### config.mk
export PLATFORM = sky130hd
export DESIGN_NAME = tpan_link
export DESIGN_NICKNAME = d
export VERILOG_FILES = /design/src/hw/tpan_pkg.sv /design/src/hw/tpan_link.sv
export SDC_FILE = /design/constraint.sdc
export NUM_CORES = 1
export LEC_CHECK = 0
export BUFFER_PORTS_ARGS = -buffer_cell sky130_fd_sc_hd__buf_2
export CELL_PAD_IN_SITES_DETAIL_PLACEMENT = 0
export CELL_PAD_IN_SITES_GLOBAL_PLACEMENT = 1
export CORE_AREA = 3 3 170 155
export DETAILED_ROUTE_END_ITERATION = 7
export DIE_AREA = 0 0 173 158
export MAX_ROUTING_LAYER = met4
export PLACE_DENSITY_LB_ADDON = 0.1
export SETUP_SLACK_MARGIN = 0.02
export SLEW_MARGIN = 15
export SYNTH_ARGS = -nofsm -noshare
export SYNTH_HDL_FRONTEND = slang
export SYNTH_SLANG_ARGS = --single-unit
### constraint.sdc
create_clock -name sys_clk -period 9.44 [get_ports sys_clk]
set_input_delay 1.888 -clock sys_clk [delete_from_list [all_inputs] [get_ports sys_clk]]
set_output_delay 1.888 -clock sys_clk [all_outputs]
set_load 0.01 [all_outputs]
### src/hw/tpan_pkg.sv
// Package of constants and carrier types for the twisted-pair negotiation pulse link.
// Assumes a 100 MHz system clock; every time below is converted to cycles of that clock.
//
// What this block does
// - Code word bits sent D0 first, D15 last.
// - Only defined selector codes are ever transmitted.
// - Advertise only abilities the device supports.
// - Acknowledge after three consistent bursts, no next page.
// - With next page, save word before acknowledge.
// - Send six to eight acknowledged words, then stop.
// - No next-page ability: base word NP cleared.
// - Next-page able and willing: base NP set.
// - After completion transmit only the chosen PMA.
// - Partner capable after 6..17 well-spaced pulses.
// - Discard data of incomplete first burst.
// - First pulse of each burst is clock.
// - Clock pulse restarts both data detect timers.
// - Pulse between min and max records one.
// - Pulse after max is clock; bit zero.
// - After completion receive feeds chosen PMA only.
// - During negotiation receive feeds pulse receivers.
// - Receive produces ability, acknowledge, consistency matches.
// - Burst has 17 clock and 16 data positions.
// - Clock pulses 125 us apart within tolerance.
// - One bit pulse 62.5 us after clock.
// - Bursts start 16 ms apart.
package tpan_pkg;

	//****************************************************************
	// Clock and timing.
	//****************************************************************
	localparam int CLK_MHZ             = 100;          // System clock rate in MHz.
	localparam int CLK_PULSE_NS        = 125000;       // Clock pulse spacing in ns.
	localparam int DATA_PULSE_NS       = 62500;        // Data pulse offset in ns.
	localparam int BURST_US            = 16000;        // Burst start spacing in us.
	localparam int PULSE_WIDTH_NS      = 100;          // Width of one emitted pulse in ns.
	localparam int DET_MIN_NS          = 15000;        // data_detect_min_timer in ns.
	localparam int DET_MAX_NS          = 78000;        // data_detect_max_timer in ns.
	localparam int FLP_MIN_NS          = 5000;         // flp_test_min_timer in ns.
	localparam int FLP_MAX_NS          = 165000;       // flp_test_max_timer in ns.
	// Cycle counts: least times round up, longest times round down.
	localparam int CLK_PULSE_CYC  = CLK_PULSE_NS * CLK_MHZ / 1000;
	localparam int DATA_PULSE_CYC = DATA_PULSE_NS * CLK_MHZ / 1000;
	localparam int BURST_CYC      = BURST_US * CLK_MHZ;
	localparam int PULSE_CYC      = (PULSE_WIDTH_NS * CLK_MHZ + 999) / 1000;
	localparam int DET_MIN_CYC    = (DET_MIN_NS * CLK_MHZ + 999) / 1000;
	localparam int DET_MAX_CYC    = DET_MAX_NS * CLK_MHZ / 1000;
	localparam int FLP_MIN_CYC    = (FLP_MIN_NS * CLK_MHZ + 999) / 1000;
	localparam int FLP_MAX_CYC    = FLP_MAX_NS * CLK_MHZ / 1000;

	//****************************************************************
	// Word layout and counts.
	//****************************************************************
	localparam int WORD_BITS      = 16;                // Bits of a link code word.
	localparam int CLK_POSITIONS  = 17;                // Clock positions per burst.
	localparam int CAP_MIN_PULSES = 6;                 // Least pulses to call partner capable.
	localparam int CAP_MAX_PULSES = 17;                // Most pulses counted for capability.
	localparam int CONSIST_BURSTS = 3;                 // Consistent bursts before acknowledge.
	localparam int ACK_WORDS      = 6;                 // Acknowledged words sent on completion.
	localparam int SEL_LSB        = 0;                 // Selector field position.
	localparam int SEL_W          = 5;                 // Selector field width.
	localparam int ABIL_LSB       = 5;                 // Technology ability field position.
	localparam int ABIL_W         = 8;                 // Technology ability field width.
	localparam int ACK_BIT        = 14;                // Acknowledge bit position.
	localparam int NP_BIT         = 15;                // Next page bit position.
	localparam logic [4:0] SEL_CSMA = 5'h01;           // The one defined selector encoding.
	localparam int PMA_N          = 4;                 // Number of technology PMAs.

	// Match indications gathered as one carrier.
	typedef struct packed {
		logic ability;                             // Same ability word three times.
		logic acknowledge;                         // Same word with ack set twice, flagged at the next word.
		logic consistency;                         // Ack word equals matched ability word.
	} tpan_match_type;

endpackage : tpan_pkg

### src/hw/tpan_link.sv
// Fast-link-pulse transmitter, receiver and medium switches for negotiation.
// Assumes an asynchronous pulse input from the medium front end and an outside arbiter.
`timescale 1ns/1ns
module tpan_link
	import tpan_pkg::*;
(
	input  wire logic                 sys_clk,        // System clock, 100 MHz.
	input  wire logic                 rst,            // Asynchronous reset, active high.
	// Register bus.
	input  wire logic                 psel,           // Slave select.
	input  wire logic                 penable,        // Access phase.
	input  wire logic                 pwrite,         // Write when high.
	input  wire logic [7:0]           paddr,          // Byte address.
	input  wire logic [31:0]          pwdata,         // Write data.
	output logic      [31:0]          prdata,         // Read data.
	output logic                      pready,         // Always ready.
	output logic                      pslverr,        // Error on unmapped address.
	// Medium.
	input  wire logic                 mdi_pulse_in,   // Pulse detector output from medium.
	output logic                      mdi_pulse_out,  // Pulse to line driver.
	input  wire logic [PMA_N-1:0]     pma_tx,         // Transmit data of each PMA.
	output logic                      mdi_tx,         // Transmit towards the line.
	output logic [PMA_N-1:0]          pma_rx_en,      // Receive path to each PMA.
	output logic                      pulse_rx_en,    // Receive path to pulse receivers.
	// Negotiation status.
	output logic                      partner_able,   // Partner negotiation capable.
	output logic                      complete_ack,   // Acknowledged words are done.
	output tpan_match_type            match           // Match indications.
);

	//****************************************************************
	// Register map.
	//****************************************************************
	localparam logic [7:0] ADR_CTRL   = 8'h00;   // Enable, next page, hcd, done.
	localparam logic [7:0] ADR_ADV    = 8'h04;   // Advertised word.
	localparam logic [7:0] ADR_RX     = 8'h08;   // Last received word.
	localparam logic [7:0] ADR_SAVED  = 8'h0C;   // Saved received word.
	localparam logic [7:0] ADR_STAT   = 8'h10;   // Status.
	localparam logic [7:0] SUPPORTED  = 8'h0F;   // Abilities this device really supports.
	localparam logic       HAS_NP     = 1'b1;    // Device implements next pages.

	logic        en_ff;            // Negotiation running.
	logic        np_want_ff;       // Software wants to exchange next pages.
	logic        done_ff;          // Highest common technology chosen.
	logic [1:0]  hcd_ff;           // Index of the chosen PMA.
	logic [15:0] adv_ff;           // Advertised word as written.
	logic [15:0] saved_ff;         // Received word saved for next page.
	logic        saved_ok_ff;      // Saved word is current.

	wire wr = psel & penable & pwrite;
	wire rd_ok = (paddr == ADR_CTRL) | (paddr == ADR_ADV) | (paddr == ADR_RX)
		| (paddr == ADR_SAVED) | (paddr == ADR_STAT);

	// Single-cycle access phase; unmapped addresses answer an error.
	assign pready  = 1'b1;
	assign pslverr = psel & penable & ~rd_ok;

	//****************************************************************
	// Transmit word composition.
	//****************************************************************
	logic        ack_ff;          // Acknowledge bit to send.
	wire  [15:0] tx_word;
	wire  [4:0]  tx_sel = (adv_ff[SEL_LSB +: SEL_W] == SEL_CSMA) ? adv_ff[SEL_LSB +: SEL_W]
		: SEL_CSMA;
	wire  [7:0]  tx_abil = adv_ff[ABIL_LSB +: ABIL_W] & SUPPORTED;
	wire         tx_np = HAS_NP & np_want_ff;
	assign tx_word = {tx_np, ack_ff, adv_ff[13], tx_abil, tx_sel};

	//****************************************************************
	// Burst generator.
	//****************************************************************
	logic [20:0] gap_ff;          // Cycles since this burst started.
	logic [5:0]  pos_ff;          // Pulse position within the burst, 0..33.
	logic [13:0] slot_ff;         // Cycles inside the current half-slot.
	logic [15:0] shift_ff;        // Word latched at burst start.
	logic [3:0]  sent_ack_ff;     // Words sent with acknowledge set after the acknowledge match.
	logic [7:0]  pw_ff;           // Remaining pulse width.
	logic        tx_stop;

	assign tx_stop = (sent_ack_ff >= 4'(ACK_WORDS)) | ~en_ff;
	wire burst_go = (gap_ff == 21'(BURST_CYC - 1)) & ~tx_stop;
	wire in_burst = (pos_ff != 6'd0);
	wire slot_end = (slot_ff == 14'(DATA_PULSE_CYC - 1));
	// Odd positions are clocks; even ones carry word bits, D0 first.
	wire [5:0] nxt_pos = pos_ff + 6'd1;
	wire fire = burst_go | (in_burst & slot_end & (nxt_pos <= 6'd33)
		& (nxt_pos[0] | shift_ff[0]));

	// One process walks the 33 positions and the 16 ms burst spacing.
	always_ff @(posedge sys_clk or posedge rst) begin
		if (rst) begin
			gap_ff   <= 21'd0;
			pos_ff   <= 6'd0;
			slot_ff  <= 14'd0;
			shift_ff <= 16'h0000;
			pw_ff    <= 8'h00;
		end else begin
			gap_ff  <= burst_go ? 21'd0 : (gap_ff == 21'(BURST_CYC - 1) ? gap_ff : gap_ff + 21'd1);
			slot_ff <= (burst_go | slot_end) ? 14'd0 : slot_ff + 14'd1;
			if (burst_go) begin
				pos_ff   <= 6'd1;
				shift_ff <= tx_word;
			end else if (in_burst & slot_end) begin
				pos_ff <= (nxt_pos > 6'd33) ? 6'd0 : nxt_pos;
				// A data slot just passed: expose the next bit.
				if (~nxt_pos[0]) begin
					shift_ff <= shift_ff;
				end else if (nxt_pos != 6'd1) begin
					shift_ff <= {1'b0, shift_ff[15:1]};
				end
			end
			pw_ff <= fire ? 8'(PULSE_CYC) : (pw_ff != 8'h00 ? pw_ff - 8'h01 : 8'h00);
		end
	end

	//****************************************************************
	// Transmit switch.
	//****************************************************************
	// Pulse generator owns the line until a technology is chosen.
	assign mdi_pulse_out = ~done_ff & (pw_ff != 8'h00);
	assign mdi_tx = done_ff ? pma_tx[hcd_ff] : 1'b0;

	//****************************************************************
	// Receive switch.
	//****************************************************************
	assign pulse_rx_en = ~done_ff;
	// The 100 Mb/s link monitors (PMA 2 and 3) also listen while negotiating.
	genvar g;
	for (g = 0; g < PMA_N; g++) begin : g_rx
		assign pma_rx_en[g] = done_ff ? (hcd_ff == 2'(g)) : (g >= 2);
	end

	//****************************************************************
	// Pulse receiver.
	//****************************************************************
	logic [1:0]  sync_ff;          // Input synchroniser.
	logic        prev_ff;          // Last synchronised level.
	logic [14:0] since_ff;         // Cycles since last clock pulse.
	logic [14:0] any_ff;           // Cycles since any pulse.
	logic [4:0]  cnt_ff;           // Consecutive well-spaced pulses.
	logic        able_ff;          // Partner capable.
	logic        first_ff;         // Current burst is the one that found the partner.
	logic [4:0]  bit_ff;           // Data bit index.
	logic [15:0] rx_sh_ff;         // Word being assembled.
	logic [15:0] rx_ff;            // Last complete word.
	logic        new_ff;           // One-cycle: a word completed.
	logic        one_ff;           // A data pulse came in the current slot.
	logic        idle;

	wire pulse = sync_ff[1] & ~prev_ff;
	wire gap_ok = (any_ff >= 15'(FLP_MIN_CYC)) & (any_ff < 15'(FLP_MAX_CYC));
	assign idle = (since_ff >= 15'(FLP_MAX_CYC));
	// First pulse after idle is a clock; a late pulse is a clock too.
	wire is_data = pulse & ~idle & (since_ff > 15'(DET_MIN_CYC))
		& (since_ff < 15'(DET_MAX_CYC));
	wire is_clk = pulse & ~is_data;
	// A burst that timed out with all 16 bits gives a whole word.
	wire burst_end = idle & (since_ff == 15'(FLP_MAX_CYC)) & (bit_ff != 5'd0);

	always_ff @(posedge sys_clk or posedge rst) begin
		if (rst) begin
			sync_ff  <= 2'b00;
			prev_ff  <= 1'b0;
			since_ff <= 15'h7FFF;
			any_ff   <= 15'h7FFF;
		end else begin
			sync_ff  <= {sync_ff[0], mdi_pulse_in};
			prev_ff  <= sync_ff[1];
			since_ff <= is_clk ? 15'd0 : (idle ? since_ff : since_ff + 15'd1);
			any_ff   <= pulse ? 15'd0 : (any_ff == 15'h7FFF ? any_ff : any_ff + 15'd1);
		end
	end

	// Capability detection and bit assembly.
	always_ff @(posedge sys_clk or posedge rst) begin
		if (rst) begin
			cnt_ff   <= 5'd0;
			able_ff  <= 1'b0;
			first_ff <= 1'b0;
			bit_ff   <= 5'd0;
			rx_sh_ff <= 16'h0000;
			rx_ff    <= 16'h0000;
			new_ff   <= 1'b0;
			one_ff   <= 1'b0;
		end else begin
			new_ff <= 1'b0;
			if (pulse) begin
				cnt_ff <= gap_ok ? ((cnt_ff == 5'(CAP_MAX_PULSES)) ? cnt_ff : cnt_ff + 5'd1) : 5'd1;
				if (~able_ff & gap_ok & (cnt_ff + 5'd1 >= 5'(CAP_MIN_PULSES))) begin
					able_ff  <= 1'b1;
					first_ff <= 1'b1;
				end
			end
			if (is_clk & ~idle) begin
				// A clock closes the data slot before it; the bit is one only if a
				// data pulse came in that slot, so each slot gives exactly one bit.
				bit_ff   <= (bit_ff == 5'd16) ? bit_ff : bit_ff + 5'd1;
				rx_sh_ff <= {one_ff, rx_sh_ff[15:1]};
				one_ff   <= 1'b0;
			end else if (is_clk) begin
				bit_ff   <= 5'd0;
				rx_sh_ff <= 16'h0000;
				one_ff   <= 1'b0;
			end
			if (is_data) begin
				one_ff <= 1'b1;
			end
			if (burst_end) begin
				bit_ff <= 5'd0;
				first_ff <= 1'b0;
				// Short first burst's bits are dropped.
				if ((bit_ff == 5'd16) & able_ff & ~(first_ff & (cnt_ff < 5'(CAP_MAX_PULSES)))) begin
					rx_ff  <= rx_sh_ff;
					new_ff <= 1'b1;
				end
			end
		end
	end

	//****************************************************************
	// Match indications and acknowledge.
	//****************************************************************
	logic [1:0]  same_ff;          // Consecutive identical words minus one.
	logic [1:0]  asame_ff;         // Same, counting words with ack set.
	logic [15:0] abil_word_ff;     // Previous received word, updated at every new word.
	wire  [14:0] cmp_prev = rx_ff[14:0];

	always_ff @(posedge sys_clk or posedge rst) begin
		if (rst) begin
			same_ff      <= 2'd0;
			asame_ff     <= 2'd0;
			abil_word_ff <= 16'h0000;
			match        <= '0;
		end else if (new_ff) begin
			// Ack bit is ignored in the same_ff count; ability match also needs the newest two words equal in full.
			same_ff <= ({rx_ff[15], cmp_prev[13:0]} == {abil_word_ff[15], abil_word_ff[13:0]})
				? ((same_ff == 2'(CONSIST_BURSTS - 1)) ? same_ff : same_ff + 2'd1) : 2'd0;
			asame_ff <= (rx_ff[ACK_BIT] & (rx_ff == abil_word_ff))
				? ((asame_ff == 2'(CONSIST_BURSTS - 1)) ? asame_ff : asame_ff + 2'd1) : 2'd0;
			abil_word_ff      <= rx_ff;
			match.ability     <= (same_ff >= 2'(CONSIST_BURSTS - 2)) & (rx_ff == abil_word_ff);
			match.acknowledge <= (asame_ff >= 2'(CONSIST_BURSTS - 2));
			match.consistency <= match.ability
				& ({rx_ff[15], rx_ff[13:0]} == {abil_word_ff[15], abil_word_ff[13:0]});
		end
	end

	// Acknowledge after three consistent bursts, and with next pages only once saved.
	wire ack_ready = match.ability & (~tx_np | saved_ok_ff);

	always_ff @(posedge sys_clk or posedge rst) begin
		if (rst) begin
			ack_ff      <= 1'b0;
			sent_ack_ff <= 4'd0;
			saved_ff    <= 16'h0000;
			saved_ok_ff <= 1'b0;
		end else begin
			if (match.ability & ~saved_ok_ff) begin
				saved_ff    <= rx_ff;
				saved_ok_ff <= 1'b1;
			end
			if (ack_ready) begin
				ack_ff <= 1'b1;
			end
			if (burst_go & ack_ff & match.acknowledge) begin
				sent_ack_ff <= sent_ack_ff + 4'd1;
			end
			if (~en_ff) begin
				ack_ff <= 1'b0;
				sent_ack_ff <= 4'd0;
				saved_ok_ff <= 1'b0;
			end
		end
	end

	assign partner_able = able_ff;
	assign complete_ack = (sent_ack_ff >= 4'(ACK_WORDS));

	//****************************************************************
	// Register writes and reads.
	//****************************************************************
	// Writes take effect at the access-phase edge; reads are from flip-flops below.
	always_ff @(posedge sys_clk or posedge rst) begin
		if (rst) begin
			en_ff      <= 1'b0;
			np_want_ff <= 1'b0;
			done_ff    <= 1'b0;
			hcd_ff     <= 2'd0;
			adv_ff     <= 16'h0021;
		end else if (wr & (paddr == ADR_CTRL)) begin
			en_ff      <= pwdata[0];
			np_want_ff <= pwdata[1];
			done_ff    <= pwdata[2];
			hcd_ff     <= pwdata[5:4];
		end else if (wr & (paddr == ADR_ADV)) begin
			adv_ff <= pwdata[15:0];
		end
	end

	wire [31:0] rd_mux =
		(paddr == ADR_CTRL)  ? {26'h0, hcd_ff, 1'b0, done_ff, np_want_ff, en_ff} :
		(paddr == ADR_ADV)   ? {16'h0, tx_word} :
		(paddr == ADR_RX)    ? {16'h0, rx_ff} :
		(paddr == ADR_SAVED) ? {16'h0, saved_ff} :
		(paddr == ADR_STAT)  ? {26'h0, complete_ack, match, ack_ff, able_ff} : 32'h0000_0000;

	always_ff @(posedge sys_clk or posedge rst) begin
		if (rst) begin
			prdata <= 32'h0000_0000;
		end else if (psel & ~penable & ~pwrite) begin
			prdata <= rd_mux;
		end
	end

endmodule : tpan_link

* Word-level counts from Yosys, hierarchy flattened
Index checks and enable logic that the tools add are counted.
** Storage, ports and cells
- Input port bits :: 50
- Output and inout port bits :: 46
- Logic and storage cells :: 219
- Register bits after elaboration :: 240
** Cells by class
- Add/sub/neg operators :: 11
- Muxes and demuxes :: 55
- Bitwise operators :: 56
- Reduce and logical (&&, ||, !) cells :: 22
- Equal/unequal tests :: 29
- Order comparisons :: 13
** Operators with widths (number)
- $mux 16 :: 10
- $mux 15 :: 4
- $mux 21 :: 2
- $mux 5 :: 7
- $and 1x1->1 :: 33
- $add 15x1->15 const B :: 2
- $eq 15x15->1 const B :: 2
- $mux 6 :: 4
- $add 21x1->21 const B :: 1
- $eq 21x21->1 const B :: 1
- $mux 1 :: 18
- $eq 16x16->1 :: 1
- $eq 8x4->1 const B :: 2
- $mux 8 :: 2
- $reduce_and 2->1 :: 8
- $eq 15x15->1 :: 1
- $ge 15x15->1 const B :: 1
- $ge 15x9->1 const B :: 1
- $gt 15x11->1 const B :: 1
- $lt 15x13->1 const B :: 1
- $lt 15x15->1 const B :: 1
- $add 14x1->14 const B :: 1
- $eq 14x13->1 const B :: 1
- $mux 14 :: 1
- 35 further kinds :: 80

* Logic depth before layout (Yosys ltp)
- Depth in word-level cells :: 10
- Gate-level depth with buffers :: 9
- Mapped depth without buffers :: 7

* Worst setup path before layout
No wires, ideal clock.
- Path type :: input-to-output
- Start :: in paddr[2]
- End :: out pslverr
- Stages :: 4
- Arrival :: 3.052 ns
- Data required time :: 7.552 ns
- Setup slack :: 4.500 ns
- Buffers on the path :: 2
- Cells stage by stage :: clkbuf_1 buf_1 o21ai_0 a21boi_0
** Between the ends
- Cells in the longest elaborated chain, start to end :: 7
- Elaborated cells between the ends (all ways) :: 11
- Those cells by class :: eq/ne: 4; bitwise: 6; reduce/logical: 1
** Ends and longest elaborated chain
- from (decl) :: line tpan_link.sv:13 : input wire logic [7:0] paddr,
- $eq 8x3->1 / $logic_not 8->1 (equally long branches) :: line tpan_link.sv:51 : wire rd_ok = (paddr == ADR_CTRL) | (paddr == ADR_ADV) | (paddr == ADR_RX)
- $or 1x1->1 (2 in series) :: line tpan_link.sv:51
- $or 1x1->1 :: line tpan_link.sv:52 : | (paddr == ADR_SAVED) | (paddr == ADR_STAT);
- $or 1x1->1 (*) :: line tpan_link.sv:52
- $not 1->1 (*) :: line tpan_link.sv:56 : assign pslverr = psel & penable & ~rd_ok;
- $and 1x1->1 (*) :: line tpan_link.sv:56
- to (decl) :: line tpan_link.sv:17 : output logic pslverr,
Every way passes the cells marked *; elsewhere a longest branch is shown, timed or not.

* Worst setup path after layout
- Start :: in paddr[7]
- End :: out pslverr
Same word-level chain as after synthesis.

==> flow_metrics.env <==
export IMPL_cp_top_family="simple AND/OR/NAND/NOR gates"
export IMPL_fp_row_count=54
export IMPL_worstSetupPathType="input port to primary output"
export IMPL_slowest_stage="or4_1"
export IMPL_tns_ns=0
export IMPL_wl_per_cell_um=15.9
export IMPL_yosysTopAreaCell="dfrtp_1"
export IMPL_path_cells="buf_2 -> or4_1 -> nor2_1 -> a21boi_0 -> buf_2"
export IMPL_post_cts_buffers=0
export IMPL_cts_clk_slew_worst_paths_ns=0.06
export IMPL_wl_met3_mm=1.05
export IMPL_drtIter0Drc=564
export IMPL_final_hold_violation_count=0
export IMPL_grt_total_usage_pct=17.9
export IMPL_gp_congestion=0.775
export IMPL_period_share_pct=54.7
export IMPL_cts_max_path_buffers=3
export IMPL_grt_ovfl_total=0
export IMPL_numPortBuffers=55
export IMPL_crit_required_ns=7.55
export IMPL_die_height_um=158
export IMPL_final_net_count=1201
export IMPL_tightestPinTransition_ns=1.04
export IMPL_crit_buf_inv=2
export IMPL_yosys_warnings=0
export IMPL_die_area_mm2=0.0273
export IMPL_synth_cell_types=82
export IMPL_cp_max_fo=7
export IMPL_core_area_mm2=0.0245
export IMPL_power_leakage_nw=5.43
export IMPL_skew_ns=0.0105
export IMPL_rsz0062_at_grt="no"
export IMPL_synth_top_area_share_pct=41.7
export IMPL_ys_seq_area_share_pct=49.1
export IMPL_grt_antenna_before_repair=0
export IMPL_cts_root_buf="clkbuf_16"
export IMPL_crit_top_cell="buf_2"
export IMPL_die_w_um=173
export IMPL_nFillCells=2282
export IMPL_final_max_slew_violation_count=0
export IMPL_async_flop_share_pct=100
export IMPL_route_met2_wl_mm=10.0
export IMPL_whs_ns=0.383
export IMPL_hold_class="register to register"
export IMPL_avgSynthCellArea_um2=10.1
export IMPL_met1Wirelength_mm=12.1
export IMPL_fmax_ghz=0.194
export IMPL_via_per_inst=5.40
export IMPL_vias=8010
export IMPL_relSlewSlack_pct=30.9
export IMPL_drc_errors=0
export IMPL_critPathLaunchType="input port"
export IMPL_placedInstanceArea_mm2=0.0115
export IMPL_worst_path_stages=5
export IMPL_setup_viol=0
export IMPL_ios=96
export IMPL_grt_max_degree=149
export IMPL_numCtsBuffers=25
export IMPL_ys_ff_latch=215
export IMPL_rrSetupSlack_ns=6.69
export IMPL_end_kind="primary output"
export IMPL_clock_latency_ns=0.52
export IMPL_final_area_mm2=0.0123
export IMPL_cp_data_arrival_time_ns=3.28
export IMPL_grt_pass1_wl_mm=40.3
export IMPL_final_common_cell="dfrtp_1"
export IMPL_cts_resized=0
export IMPL_hold_depth=0
export IMPL_h_tree_depth=1
export IMPL_finish_utilization_pct=50.4
export IMPL_dpl_hpwl_mm=15.1
export IMPL_cts_hold_buffers=0
export IMPL_grt_pass1_vias=7745
export IMPL_syn2layout_area_growth_pct=11.8
export IMPL_status="finished clean"
export IMPL_finalWirelength_mm=23.5
export IMPL_ys_flop_type="dfrtp_1"
export IMPL_pre_cts_ws_ns=4.31
export IMPL_multi_input_area_mm2=0.00516
export IMPL_drtPass1Iterations=5
export IMPL_setup_slack_ns=4.27
export IMPL_postRouteAntennaNets=0
export IMPL_drv_cap=0
export IMPL_top_layer="met4"
export IMPL_final_cell_mix="184 x dfrtp_1, 136 x nand2_1, 68 x nor2_1"
export IMPL_initial_utilization_pct=45.1
export IMPL_final_seq_area_mm2=0.00542
export IMPL_drive_gt1_share_pct=18.7
export IMPL_cts_tree="yes"
export IMPL_cp_slowest_stage_delay_ns=0.55
export IMPL_post_route_min_period_ns=5.17
export IMPL_ys_top_cells_by_area="dfrtp_1 42%, dfstp_2 7.4%, mux2_2 5.1%"
export IMPL_ir_drop_mv=0.100
export IMPL_synth_area_mm2=0.0110
export IMPL_ff2ff_path_depth=6
export IMPL_diodes=0
export IMPL_power_density_mw_per_mm2=170
export IMPL_clock_sinks=215
export IMPL_synth_edf_count=0
export IMPL_netlist_instances=1097
==> stage by stage <==
step	std cells	total power (W)
after global placement	1438	0.00112
final	1483	0.00209
after CTS	1483	0.00213
after detailed placement	1438	0.00112
after global routing	1483	0.00219
after floorplan	1112	0.00109
==> synthesized netlist by cell type (all sizes together) (8+ instances only) <==
cell,instances
and4,8
dfstp,31
mux2i,13
nand2,136
nor4,8
o21ai,68
inv,38
xor2,24
or3,14
and2,8
o211ai,18
a31oi,11
nand4,26
nor3,16
dfrtp,184
mux2,50
buf,35
or4,10
xnor2,39
ha,22
nor2,68
nand3,66
o31ai,31
and3,9
nand2b,10
a21oi,29
clkbuf,39
==> flip-flops by register name (all words and copies together), names as in the netlist, 3 cells and up <==
name and flops:
match 3, pw_ff 8, abil_word_ff 16, rx_sh_ff 16
slot_ff 14, prdata 16, gap_ff 21, pos_ff 6
saved_ff 16, sent_ack_ff 4, shift_ff 16, since_ff 15
rx_ff 16, adv_ff 5, cnt_ff 5, any_ff 15
bit_ff 5
==> per-layer routing <==
metal / track usage (%) / vias to the layer above
met3: 2.97 / 32
met1: 26.3 / 3858
met4: 3.32 / 0
li1: - / 3953
met5: - / -
met2: 26.3 / 167
==> power by group <==
part	internal [W]	leakage (nW)	switching (W)
clock	0.000605	0.429	0.000382
sequential	0.000956	2.84	0.0000341
combinational	0.0000436	2.16	0.0000730
total	0.00160	5.43	0.000490
==> kinds of logic after synthesis <==
| group | Yosys count | synth area share, % |
|---|---|---|
| muxes | 65 | 6.69 |
| adders and majority gates | 23 | 2.58 |
| DFF | 215 | 49.1 |
| buffers and inverters | 112 | 4.70 |
| xor gates and xnor gates | 63 | 5.00 |
| and+or+nand+nor | 403 | 18.6 |
| AOI/OAI and AO/OA | 214 | 13.3 |
| other | 2 | 0.0680 |
==> final timing paths <==
check,start,end
max,paddr[7],pslverr
min,sync_ff[0]$_DFF_PP0_,sync_ff[1]$_DFF_PP0_
max reg2reg,since_ff[0]$_DFFE_PP1P_,since_ff[7]$_DFFE_PP1P_
min reg2reg,sync_ff[0]$_DFF_PP0_,sync_ff[1]$_DFF_PP0_
max in group asynchronous,rst,same_ff[1]$_DFFE_PP0P_
min in group asynchronous,rst,saved_ff[11]$_DFFE_PP0P_
==> final cells by class <==
type                            instances  area share [%]
Sequential cell                       215            43.9
Multi-Input combinational cell        785            41.8
Clock buffer                           32            5.69
Tap cell                              336            3.41
Timing Repair Buffer                   64            2.78
Inverter                               38            1.22
Clock inverter                         13            1.17
(Power assumes the default switching activity.)
